$ cat config.mk
export PLATFORM = sky130hd
export DESIGN_NAME = stepper_step_dir_control
export DESIGN_NICKNAME = d
export VERILOG_FILES = /design/src/stepper_pkg.sv /design/src/edge_sync.sv /design/src/stepper_step_dir_control.sv
export SDC_FILE = /design/constraint.sdc
export NUM_CORES = 1
export LEC_CHECK = 0
export ABC_CLOCK_PERIOD_IN_PS = 3850
export BUFFER_PORTS_ARGS = -buffer_cell sky130_fd_sc_hd__buf_2
export CAP_MARGIN = 15
export CORE_MARGIN = 4
export CORE_UTILIZATION = 55
export CTS_CLUSTER_SIZE = 25
export DETAILED_ROUTE_END_ITERATION = 6
export GPL_ROUTABILITY_DRIVEN = 0
export PLACE_DENSITY = 0.74
export SKIP_LAST_GASP = 1
export SYNTH_ARGS = -nofsm -noshare
export SYNTH_HDL_FRONTEND = slang
export SYNTH_SLANG_ARGS = --single-unit
export TNS_END_PERCENT = 5
$ cat constraint.sdc
create_clock -name sys_clk -period 3.85 [get_ports sys_clk]
set_clock_uncertainty 0.1 [all_clocks]
set_input_delay 0.77 -clock sys_clk [delete_from_list [all_inputs] [get_ports sys_clk]]
set_output_delay 0.77 -clock sys_clk [all_outputs]
set_load 0.005 [all_outputs]
$ cat src/stepper_pkg.sv
// Package of constants shared by the stepper step and direction control logic.
package stepper_pkg;

    // ************************************************************
    // Clock and timing.
    // ************************************************************
    localparam int unsigned CLK_HZ        = 10_000_000;
    localparam int unsigned IDLE_TIME_MS  = 100;
    localparam int unsigned IDLE_CYCLES   = CLK_HZ / 1000 * IDLE_TIME_MS;
    localparam int unsigned MAX_STEP_KHZ  = 200;
    localparam int unsigned STEP_MIN_CYC  = CLK_HZ / (MAX_STEP_KHZ * 1000);
    localparam int unsigned BLINK_TIME_MS = 250;
    localparam int unsigned BLINK_CYCLES  = CLK_HZ / 1000 * BLINK_TIME_MS;
    localparam int unsigned ACT_HOLD_MS   = 20;
    localparam int unsigned ACT_HOLD_CYC  = CLK_HZ / 1000 * ACT_HOLD_MS;

    // ************************************************************
    // Current and position encoding.
    // ************************************************************
    localparam int unsigned CUR_W       = 7;
    localparam logic [6:0]  CUR_BASE_DA = 7'h16;
    localparam logic [6:0]  CUR_STEP_DA = 7'h04;
    localparam int unsigned POS_W       = 32;
    localparam int unsigned RES_W       = 16;

    // ************************************************************
    // Fault bit positions.
    // ************************************************************
    localparam int unsigned F_UNDERV  = 0;
    localparam int unsigned F_OVERV   = 1;
    localparam int unsigned F_OPEN    = 2;
    localparam int unsigned F_OVERHT  = 3;
    localparam int unsigned F_OVERCUR = 4;
    localparam int unsigned F_ENCODER = 5;
    localparam int unsigned FAULT_W   = 6;

    // Microsteps per revolution for a 4-bit switch code, first switch in bit 3.
    function automatic logic [15:0] steps_per_rev(input logic [3:0] code);
        case (code)
            4'hF:    steps_per_rev = 16'h00C8;
            4'h7:    steps_per_rev = 16'h0190;
            4'hB:    steps_per_rev = 16'h0320;
            4'hD:    steps_per_rev = 16'h03E8;
            4'hE:    steps_per_rev = 16'h0640;
            4'h3:    steps_per_rev = 16'h07D0;
            4'hC:    steps_per_rev = 16'h0C80;
            4'h1:    steps_per_rev = 16'h0FA0;
            4'h8:    steps_per_rev = 16'h1388;
            4'h5:    steps_per_rev = 16'h1900;
            4'hA:    steps_per_rev = 16'h1F40;
            4'h6:    steps_per_rev = 16'h2710;
            4'h9:    steps_per_rev = 16'h3200;
            4'h4:    steps_per_rev = 16'h4E20;
            4'h2:    steps_per_rev = 16'h6400;
            default: steps_per_rev = 16'h9C40;
        endcase
    endfunction : steps_per_rev

endpackage : stepper_pkg

$ cat src/edge_sync.sv
// Two-stage synchroniser with a registered falling-edge detector.
`timescale 1ns/100ps
module edge_sync (
    input  wire logic sys_clk,   // System clock.
    input  wire logic nrst,      // Asynchronous reset, active low.
    input  wire logic pin_in,    // Asynchronous pin level.
    output logic      level_out, // Synchronised level.
    output logic      fall_out   // One-cycle pulse on a falling edge.
);
    logic meta_ff;
    logic sync_ff;
    logic prev_ff;

    // Pins idle high, so reset to high to avoid a false edge at release.
    always_ff @(posedge sys_clk or negedge nrst) begin
        if (!nrst) begin
            meta_ff <= 1'b1;
            sync_ff <= 1'b1;
            prev_ff <= 1'b1;
        end else begin
            meta_ff <= pin_in;
            sync_ff <= meta_ff;
            prev_ff <= sync_ff;
        end
    end

    assign level_out = sync_ff;
    assign fall_out  = prev_ff & ~sync_ff;
endmodule : edge_sync

$ cat src/stepper_step_dir_control.sv
// Step, direction, current and status control of a two-phase stepper driver.
//
// Overview of operation
// - One microstep per step falling edge
// - Direction level sets sense of each step in step-dir mode
// - Step rates up to 200 kHz accepted
// - Halve current after 100 ms idle
// - Resolution switches select 200 to 4000
// - Resolution switches select 5000 to 40000
// - Current switches pick sixteen levels 2.2-8.2 A
// - Mode switch selects step-dir or dual pulse
// - Motor free removes all coil current
// - Alarm output on supply, open, overheat faults
// - Activity lamp blinks idle, steady when stepping
// - Fault lamp blinks on any detected fault except overheat
//
// Decided for this implementation: the strobed register port and the register addresses.
`timescale 1ns/100ps
module stepper_step_dir_control #(
    parameter int unsigned IDLE_CYC  = stepper_pkg::IDLE_CYCLES,
    parameter int unsigned BLINK_CYC = stepper_pkg::BLINK_CYCLES,
    parameter int unsigned HOLD_CYC  = stepper_pkg::ACT_HOLD_CYC
) (
    input  wire logic        sys_clk,             // 10 MHz system clock.
    input  wire logic        nrst,                // Asynchronous reset, active low.
    input  wire logic        step_pulse_in,       // Step pulse pin, falling edge acts.
    input  wire logic        direction_in,        // Direction pin, or CCW pulse pin.
    input  wire logic        motor_free_in,       // Motor free pin, active low.
    input  wire logic        current_select_0,    // Current switch one, ON=1.
    input  wire logic        current_select_1,    // Current switch two, ON=1.
    input  wire logic        current_select_2,    // Current switch three, ON=1.
    input  wire logic        current_select_3,    // Current switch four, ON=1.
    input  wire logic        resolution_select_0, // Resolution switch one, ON=1.
    input  wire logic        resolution_select_1, // Resolution switch two, ON=1.
    input  wire logic        resolution_select_2, // Resolution switch three, ON=1.
    input  wire logic        resolution_select_3, // Resolution switch four, ON=1.
    input  wire logic        input_mode_select,   // OFF step-dir, ON dual pulse.
    input  wire logic [5:0]  fault_in,            // Raw fault detector levels.
    input  wire logic [7:0]  reg_addr,            // Register address.
    input  wire logic [31:0] reg_wdata,           // Register write data.
    input  wire logic        reg_wr,              // Write strobe.
    input  wire logic        reg_rd,              // Read strobe.
    output logic [31:0]      reg_rdata,           // Read data, cycle after strobe.
    output logic [31:0]      position_out,        // Microstep position counter.
    output logic [15:0]      microstep_res_out,   // Microsteps per revolution.
    output logic [6:0]       current_da_out,      // Commanded current in 0.1 A.
    output logic             step_out,            // Pulse per taken microstep.
    output logic             step_dir_out,        // Sense of the last microstep, 1=CW.
    output logic             drive_en_out,        // Power stage enable.
    output logic             alarm_out,           // Alarm switch on, active high.
    output logic             act_lamp_out,        // Activity lamp.
    output logic             fault_lamp_out,      // Fault lamp.
    output logic             irq_out              // Interrupt level.
);
    // ************************************************************
    // Register map and status bit layout.
    // ************************************************************
    localparam logic [7:0] A_STATUS = 8'h00;
    localparam logic [7:0] A_MASK   = 8'h04;
    localparam logic [7:0] A_CTRL   = 8'h08;
    localparam logic [7:0] A_POS    = 8'h0C;
    localparam logic [7:0] A_SW     = 8'h10;
    localparam int unsigned ST_W    = 8;
    localparam int unsigned S_FAULT = 0;
    localparam int unsigned S_IDLE  = 1;
    localparam int unsigned S_FREE  = 2;
    localparam int unsigned S_RATE  = 3;

    typedef enum logic [1:0] {ST_FREE, ST_RUN, ST_HOLD} drive_state_t;

    // ************************************************************
    // Synchronisation of pins and switches.
    // ************************************************************
    logic       step_lvl, step_fall, dir_lvl, dir_fall, free_lvl;
    logic [9:0] sw_meta_ff, sw_ff;
    logic [5:0] flt_meta_ff, flt_ff;

    edge_sync u_step (.sys_clk(sys_clk), .nrst(nrst), .pin_in(step_pulse_in),
                      .level_out(step_lvl), .fall_out(step_fall));
    edge_sync u_dir  (.sys_clk(sys_clk), .nrst(nrst), .pin_in(direction_in),
                      .level_out(dir_lvl), .fall_out(dir_fall));
    edge_sync u_free (.sys_clk(sys_clk), .nrst(nrst), .pin_in(motor_free_in),
                      .level_out(free_lvl), .fall_out());

    // Switches and fault detectors are asynchronous levels, so two stages each.
    always_ff @(posedge sys_clk or negedge nrst) begin
        if (!nrst) begin
            sw_meta_ff  <= 10'h000;
            sw_ff       <= 10'h000;
            flt_meta_ff <= 6'h00;
            flt_ff      <= 6'h00;
        end else begin
            sw_meta_ff  <= {input_mode_select,
                            resolution_select_0, resolution_select_1,
                            resolution_select_2, resolution_select_3,
                            current_select_3, current_select_2,
                            current_select_1, current_select_0, 1'b0};
            sw_ff       <= sw_meta_ff;
            flt_meta_ff <= fault_in;
            flt_ff      <= flt_meta_ff;
        end
    end

    logic       dual_mode;
    logic [3:0] res_code;
    logic [3:0] cur_code;
    assign dual_mode = sw_ff[9];
    assign res_code  = sw_ff[8:5];
    assign cur_code  = sw_ff[4:1];

    logic step_req, step_cw;
    logic motor_free;
    assign motor_free = ~free_lvl;

    // In step-dir mode the direction level picks the sense; in dual mode each pin
    // carries its own sense. Both edges in one cycle cancel rather than guess.
    always_comb begin
        if (dual_mode) begin
            step_req = step_fall ^ dir_fall;
            step_cw  = step_fall;
        end else begin
            step_req = step_fall;
            step_cw  = dir_lvl;
        end
    end

    logic step_take;
    assign step_take = step_req & ~motor_free;

    always_ff @(posedge sys_clk or negedge nrst) begin
        if (!nrst) begin
            position_out <= 32'h0000_0000;
            step_out     <= 1'b0;
            step_dir_out <= 1'b1;
        end else begin
            step_out <= step_take;
            if (step_take) begin
                step_dir_out <= step_cw;
                position_out <= step_cw ? position_out + 32'h0000_0001
                                        : position_out - 32'h0000_0001;
            end
        end
    end

    // Resolution is looked up through the shared table.
    always_ff @(posedge sys_clk or negedge nrst) begin
        if (!nrst) begin
            microstep_res_out <= 16'h00C8;
        end else begin
            microstep_res_out <= stepper_pkg::steps_per_rev(res_code);
        end
    end

    // Spacing below the 200 kHz period is flagged but still stepped; the edge
    // detector itself keeps up with far faster input.
    logic [7:0]  gap_ff;
    logic        rate_evt;
    always_ff @(posedge sys_clk or negedge nrst) begin
        if (!nrst) begin
            gap_ff <= 8'hFF;
        end else if (step_req) begin
            gap_ff <= 8'h00;
        end else if (gap_ff != 8'hFF) begin
            gap_ff <= gap_ff + 8'h01;
        end
    end
    assign rate_evt = step_req && (gap_ff < 8'(stepper_pkg::STEP_MIN_CYC - 1));

    logic [31:0]  idle_cnt_ff;
    logic         idle_ff;
    drive_state_t state_ff, nxt_state;

    // Every taken pulse restarts the idle count.
    always_ff @(posedge sys_clk or negedge nrst) begin
        if (!nrst) begin
            idle_cnt_ff <= 32'h0000_0000;
            idle_ff     <= 1'b0;
        end else if (step_req) begin
            idle_cnt_ff <= 32'h0000_0000;
            idle_ff     <= 1'b0;
        end else if (idle_cnt_ff < IDLE_CYC) begin
            idle_cnt_ff <= idle_cnt_ff + 32'h0000_0001;
        end else begin
            idle_ff     <= 1'b1;
        end
    end

    always_comb begin
        case (state_ff)
            ST_FREE: nxt_state = motor_free ? ST_FREE : ST_RUN;
            ST_RUN:  nxt_state = motor_free ? ST_FREE : (idle_ff ? ST_HOLD : ST_RUN);
            ST_HOLD: nxt_state = motor_free ? ST_FREE : (step_req ? ST_RUN : ST_HOLD);
            default: nxt_state = ST_FREE;
        endcase
    end

    always_ff @(posedge sys_clk or negedge nrst) begin
        if (!nrst) begin
            state_ff <= ST_FREE;
        end else begin
            state_ff <= nxt_state;
        end
    end

    logic [6:0] run_da;
    // Levels are evenly spaced 0.4 A apart from 2.2 A.
    assign run_da = stepper_pkg::CUR_BASE_DA
                  + 7'(cur_code * stepper_pkg::CUR_STEP_DA);

    always_ff @(posedge sys_clk or negedge nrst) begin
        if (!nrst) begin
            current_da_out <= 7'h00;
            drive_en_out   <= 1'b0;
        end else begin
            case (nxt_state)
                ST_RUN: begin
                    current_da_out <= run_da;
                    drive_en_out   <= 1'b1;
                end
                ST_HOLD: begin
                    current_da_out <= {1'b0, run_da[6:1]};
                    drive_en_out   <= 1'b1;
                end
                default: begin
                    current_da_out <= 7'h00;
                    drive_en_out   <= 1'b0;
                end
            endcase
        end
    end

    logic alarm_cond, any_fault;
    assign alarm_cond = flt_ff[stepper_pkg::F_UNDERV] | flt_ff[stepper_pkg::F_OVERV]
                      | flt_ff[stepper_pkg::F_OPEN]   | flt_ff[stepper_pkg::F_OVERHT];
    assign any_fault  = flt_ff[stepper_pkg::F_UNDERV] | flt_ff[stepper_pkg::F_OVERV]
                      | flt_ff[stepper_pkg::F_OPEN]   | flt_ff[stepper_pkg::F_OVERCUR]
                      | flt_ff[stepper_pkg::F_ENCODER];

    logic [31:0] blink_cnt_ff, hold_cnt_ff;
    logic        blink_ff;
    // One shared blink phase keeps both lamps in step with each other.
    always_ff @(posedge sys_clk or negedge nrst) begin
        if (!nrst) begin
            blink_cnt_ff <= 32'h0000_0000;
            blink_ff     <= 1'b0;
        end else if (blink_cnt_ff >= BLINK_CYC - 1) begin
            blink_cnt_ff <= 32'h0000_0000;
            blink_ff     <= ~blink_ff;
        end else begin
            blink_cnt_ff <= blink_cnt_ff + 32'h0000_0001;
        end
    end

    // Activity is held a short while after each pulse so slow stepping looks steady.
    always_ff @(posedge sys_clk or negedge nrst) begin
        if (!nrst) begin
            hold_cnt_ff <= 32'h0000_0000;
        end else if (step_req) begin
            hold_cnt_ff <= HOLD_CYC;
        end else if (hold_cnt_ff != 32'h0000_0000) begin
            hold_cnt_ff <= hold_cnt_ff - 32'h0000_0001;
        end
    end

    always_ff @(posedge sys_clk or negedge nrst) begin
        if (!nrst) begin
            alarm_out      <= 1'b0;
            act_lamp_out   <= 1'b0;
            fault_lamp_out <= 1'b0;
        end else begin
            alarm_out      <= alarm_cond;
            act_lamp_out   <= (step_req || hold_cnt_ff != 32'h0000_0000) | blink_ff;
            fault_lamp_out <= any_fault & blink_ff;
        end
    end

    // ************************************************************
    // Registers and interrupt.
    // ************************************************************
    logic [ST_W-1:0] status_ff, mask_ff, evt;
    logic            soft_free_ff;
    logic            any_fault_d_ff, idle_d_ff;

    always_comb begin
        evt          = '0;
        evt[S_FAULT] = any_fault & ~any_fault_d_ff;
        evt[S_IDLE]  = idle_ff & ~idle_d_ff;
        evt[S_FREE]  = motor_free & (state_ff != ST_FREE);
        evt[S_RATE]  = rate_evt;
    end

    // A new event wins over a write-one-to-clear in the same cycle.
    always_ff @(posedge sys_clk or negedge nrst) begin
        if (!nrst) begin
            status_ff      <= '0;
            any_fault_d_ff <= 1'b0;
            idle_d_ff      <= 1'b0;
        end else begin
            any_fault_d_ff <= any_fault;
            idle_d_ff      <= idle_ff;
            if (reg_wr && reg_addr == A_STATUS) begin
                status_ff <= (status_ff & ~reg_wdata[ST_W-1:0]) | evt;
            end else begin
                status_ff <= status_ff | evt;
            end
        end
    end

    always_ff @(posedge sys_clk or negedge nrst) begin
        if (!nrst) begin
            mask_ff      <= '0;
            soft_free_ff <= 1'b0;
        end else if (reg_wr) begin
            if (reg_addr == A_MASK) mask_ff <= reg_wdata[ST_W-1:0];
            if (reg_addr == A_CTRL) soft_free_ff <= reg_wdata[0];
        end
    end

    // Read data stands only in the cycle after the strobe; unmapped reads as zero.
    always_ff @(posedge sys_clk or negedge nrst) begin
        if (!nrst) begin
            reg_rdata <= 32'h0000_0000;
        end else if (reg_rd) begin
            case (reg_addr)
                A_STATUS: reg_rdata <= {24'h00_0000, status_ff};
                A_MASK:   reg_rdata <= {24'h00_0000, mask_ff};
                A_CTRL:   reg_rdata <= {31'h0000_0000, soft_free_ff};
                A_POS:    reg_rdata <= position_out;
                A_SW:     reg_rdata <= {15'h0000, flt_ff, state_ff, sw_ff[9:1]};
                default:  reg_rdata <= 32'h0000_0000;
            endcase
        end else begin
            reg_rdata <= 32'h0000_0000;
        end
    end

    always_ff @(posedge sys_clk or negedge nrst) begin
        if (!nrst) begin
            irq_out <= 1'b0;
        end else begin
            irq_out <= |(status_ff & mask_ff);
        end
    end
endmodule : stepper_step_dir_control

==> results by group <==
Outcome
  • Status: finished clean

Clock tree
  • # hold bufs at CTS: 0
  • TritonCTS clock tree: yes
  • Skew-Pair Late Insertion Delay: 0.52 ns
  • Clock Pin Slew Worst Setup and Hold Paths: 0.06 ns
  • Post-CTS sizing: 0
  • Max Root-Sink Buffers: 3
  • CTS Sinks: 256
  • Num CTS Buffers: 27
  • Root Buffer: clkbuf_16
  • Total setup buffers inserted after CTS: 0
  • # H-tree levels: 1

Timing
  • Setup TNS: 0 ns
  • Final setup fails: 0
  • Final Slew Violations: 0
  • Final Hold Vio Count: 0
  • Period utilization: 81.3%
  • Fmax: 320 MHz
  • Worst slew margin: 52.4%
  • RSZ-0062 raised after global routing: false
  • Period minus WS final: 3.13 ns
  • Tightest Pin Transition: 0.708 ns

Critical path
  • Family with the most delay on the worst path: simple AND/OR/NAND/NOR gates
  • Critical path buffer and inverter count: 1
  • Critical Path Slowest Stage Cell: dfstp_2
  • Worst setup path category: reg -> reg
  • Cell chain of the critical path: nand3b_1 > nand2_1 > xnor2_1 > ha_1 > nor4_1 > nand2_1 > o21ai_0 > buf_4 > nor4b_1 > nor2_1 > xnor2_1
  • Critical Path RT: 4.15 ns
  • Crit Path Max Fanout: 8
  • Reg2reg end: position_out[22]
  • Worst Path Arrival: 3.43 ns
  • R2R Path Start: u_step.level_out
  • Slowest Stage Delay on Critical Path: 0.54 ns
  • Worst Setup Start Kind: flip-flop
  • R2r setup slk: 0.72 ns
  • Worst R2R Path Depth: 11
  • CP Capture Type: flip-flop

Routing
  • Routed Wire Length: 26.8 mm
  • Vias: 9,220
  • DRC: 0
  • Initial DRC Count: 614
  • DR pass1 iterations: 6
  • Vias/cell: 5.86
  • Drt wl/cell: 17.0 um
  • Post-DRT Antenna Nets: 0

Logic synthesis
  • Synth Area in Simple Gates: 21.9%
  • Most frequent cells after synthesis: dfrtp_1 (236), nor2_1 (159), nand2_1 (75)
  • Post-synth EDFFs: 0
  • Synth Area in Adders: 1.90%
  • Async set-reset flop share out of synthesis: 100%
  • XOR/XNOR Fraction of Synth Area: 6.94%
  • Most common cell in the netlist: dfrtp_1
  • Post-synth top area share: 49.8%
  • Avg Inst Size Synth: 10.3 sq um
  • Post-synthesis sequential area ratio: 54.2%
  • Syn. warnings: 0
  • Area contributors post-synth: dfrtp_1 (50%), nor2_1 (5.0%), dfstp_2 (4.4%)
  • Synth Instances: 1,154
  • Top FF cell, synth: dfrtp_1
  • Compound-Gate Fraction of Synth Area: 9.37%
  • Post-synthesis mux area share: 2.65%
  • Largest area contributor in the netlist: dfrtp_1
  • Cell Area, Synth: 11,900 sq um
  • Combinational family with the most area after synthesis: simple AND/OR/NAND/NOR gates
  • Distinct cells, synth: 74
  • Synthesized flop and latch total: 256

Die
  • Top Ports: 156
  • Core ar.: 21,100 sq um
  • Die W: 155 um
  • Row count: 53
  • DIE AREA: 24,000 sq um
  • Initial core utilization: 56.2%
  • Die height: 155 um

Finish
  • Share of cells above drive strength 1: 19.0%
  • Final core area utilization: 65.2%
  • P&R area growth vs syn: 16.0%
  • Fin cells: 1,574
  • Antenna cell count: 0
  • Fin nets: 1,359

GRT
  • GR Util All Layers: 22.2%
  • Remaining global-route overflow: 0
  • Global-route wire length before repair: 44.5 mm
  • Initial antenna violation count: 0
  • Largest net degree at the start of global routing: 79
  • Vias in the first global route: 8,864

Power
  • Max rail drop VDD: 303 uV
  • Lkg Pwr: 6.14 nW
  • PD cells: 524 nW/um^2

Placed design
  • I/O Buffers: 128
  • Placed cell count: 1,525
  • Dpl hpwl: 18.3 mm

Hold path
  • Min-Delay Path Class: in -> async

Flow run
  • Max_cap viols: 0
area by class of cell:
| cell class | instances | area [sq um] |
|---|---|---|
| Fill cell | 1697 | 7330 |
| Sequential cell | 256 | 6430 |
| Multi-Input combinational cell | 821 | 5140 |
| Timing Repair Buffer | 146 | 811 |
| Clock buffer | 32 | 724 |
| Tap cell | 275 | 344 |
| Clock inverter | 17 | 204 |
| Inverter | 27 | 101 |
report_power, final:
| group | internal [W] | switching, W | leakage [nW] |
|---|---|---|---|
| Clock | 0.00162 | 0.00105 | 0.447 |
| Sequential | 0.00294 | 0.000472 | 3.27 |
| Combinational | 0.000490 | 0.000635 | 2.43 |
worst max-delay path by stage:
stage | from | to | slack, ns | depth (start not counted)
after floorplan | u_step.prev_ff | position_out[22] | 0.50 | 12
after global placement | reg_addr[1] | status_ff[3] | 0.72 | 8
after detailed placement | reg_addr[1] | status_ff[3] | 0.70 | 8
after CTS | u_step.level_out | position_out[22] | 0.75 | 11
after global routing | u_step.level_out | position_out[22] | 0.49 | 11
final | u_step.level_out | position_out[22] | 0.72 | 11
per-layer routing:
layer | vias up | wire length, um | track usage, %
met5 | - | 0 | 0
met4 | 0 | 551 | 5.93
met3 | 39 | 1790 | 3.37
met2 | 315 | 12700 | 36.1
met1 | 4503 | 11700 | 31.6
li1 | 4363 | - | -
state kept, by name (all words and copies together), names as in the netlist, 2 cells and up:
register           count
flt_ff                 6
sw_meta_ff             9
blink_cnt_ff          32
state_ff               2
sw_ff                  9
idle_cnt_ff           32
flt_meta_ff            6
current_da_out         7
hold_cnt_ff           32
position_out          32
reg_rdata             32
gap_ff                 8
status_ff              8
mask_ff                8
microstep_res_out     13
cell families after synthesis:
group                      count (synthesis)
buffers and inverters                     89
AOI/OAI and AO/OA                        159
other                                      1
adders and majority gates                 18
xor gates and xnor gates                  94
and+or+nand+nor                          508
DFF                                      256
muxes                                     29
stage by stage:
step / setup WS [ns] / hold slack (ns) / power (W) / instance area [sq um]
after floorplan: 0.495 / 0.231 / 0.00408 / 11900
after global placement: 0.725 / 0.234 / 0.00453 / 12800
after detailed placement: 0.702 / 0.235 / 0.00456 / 12800
after CTS: 0.752 / 0.0795 / 0.00725 / 13800
after global routing: 0.495 / 0.0974 / 0.00756 / 13800
final: 0.720 / 0.0688 / 0.00720 / 13800
placed cells by master, fill, tap and decap left out, drive strengths merged, types with 29 or more instances in the layout:
cell type / count
nor4: 33
nor3: 45
nand3: 46
buf: 146
clkbuf: 32
a21oi: 29
xor2: 39
xnor2: 55
nor2: 159
dfrtp: 236
nand2: 75
Note: power is estimated with default switching activity, not from simulation.
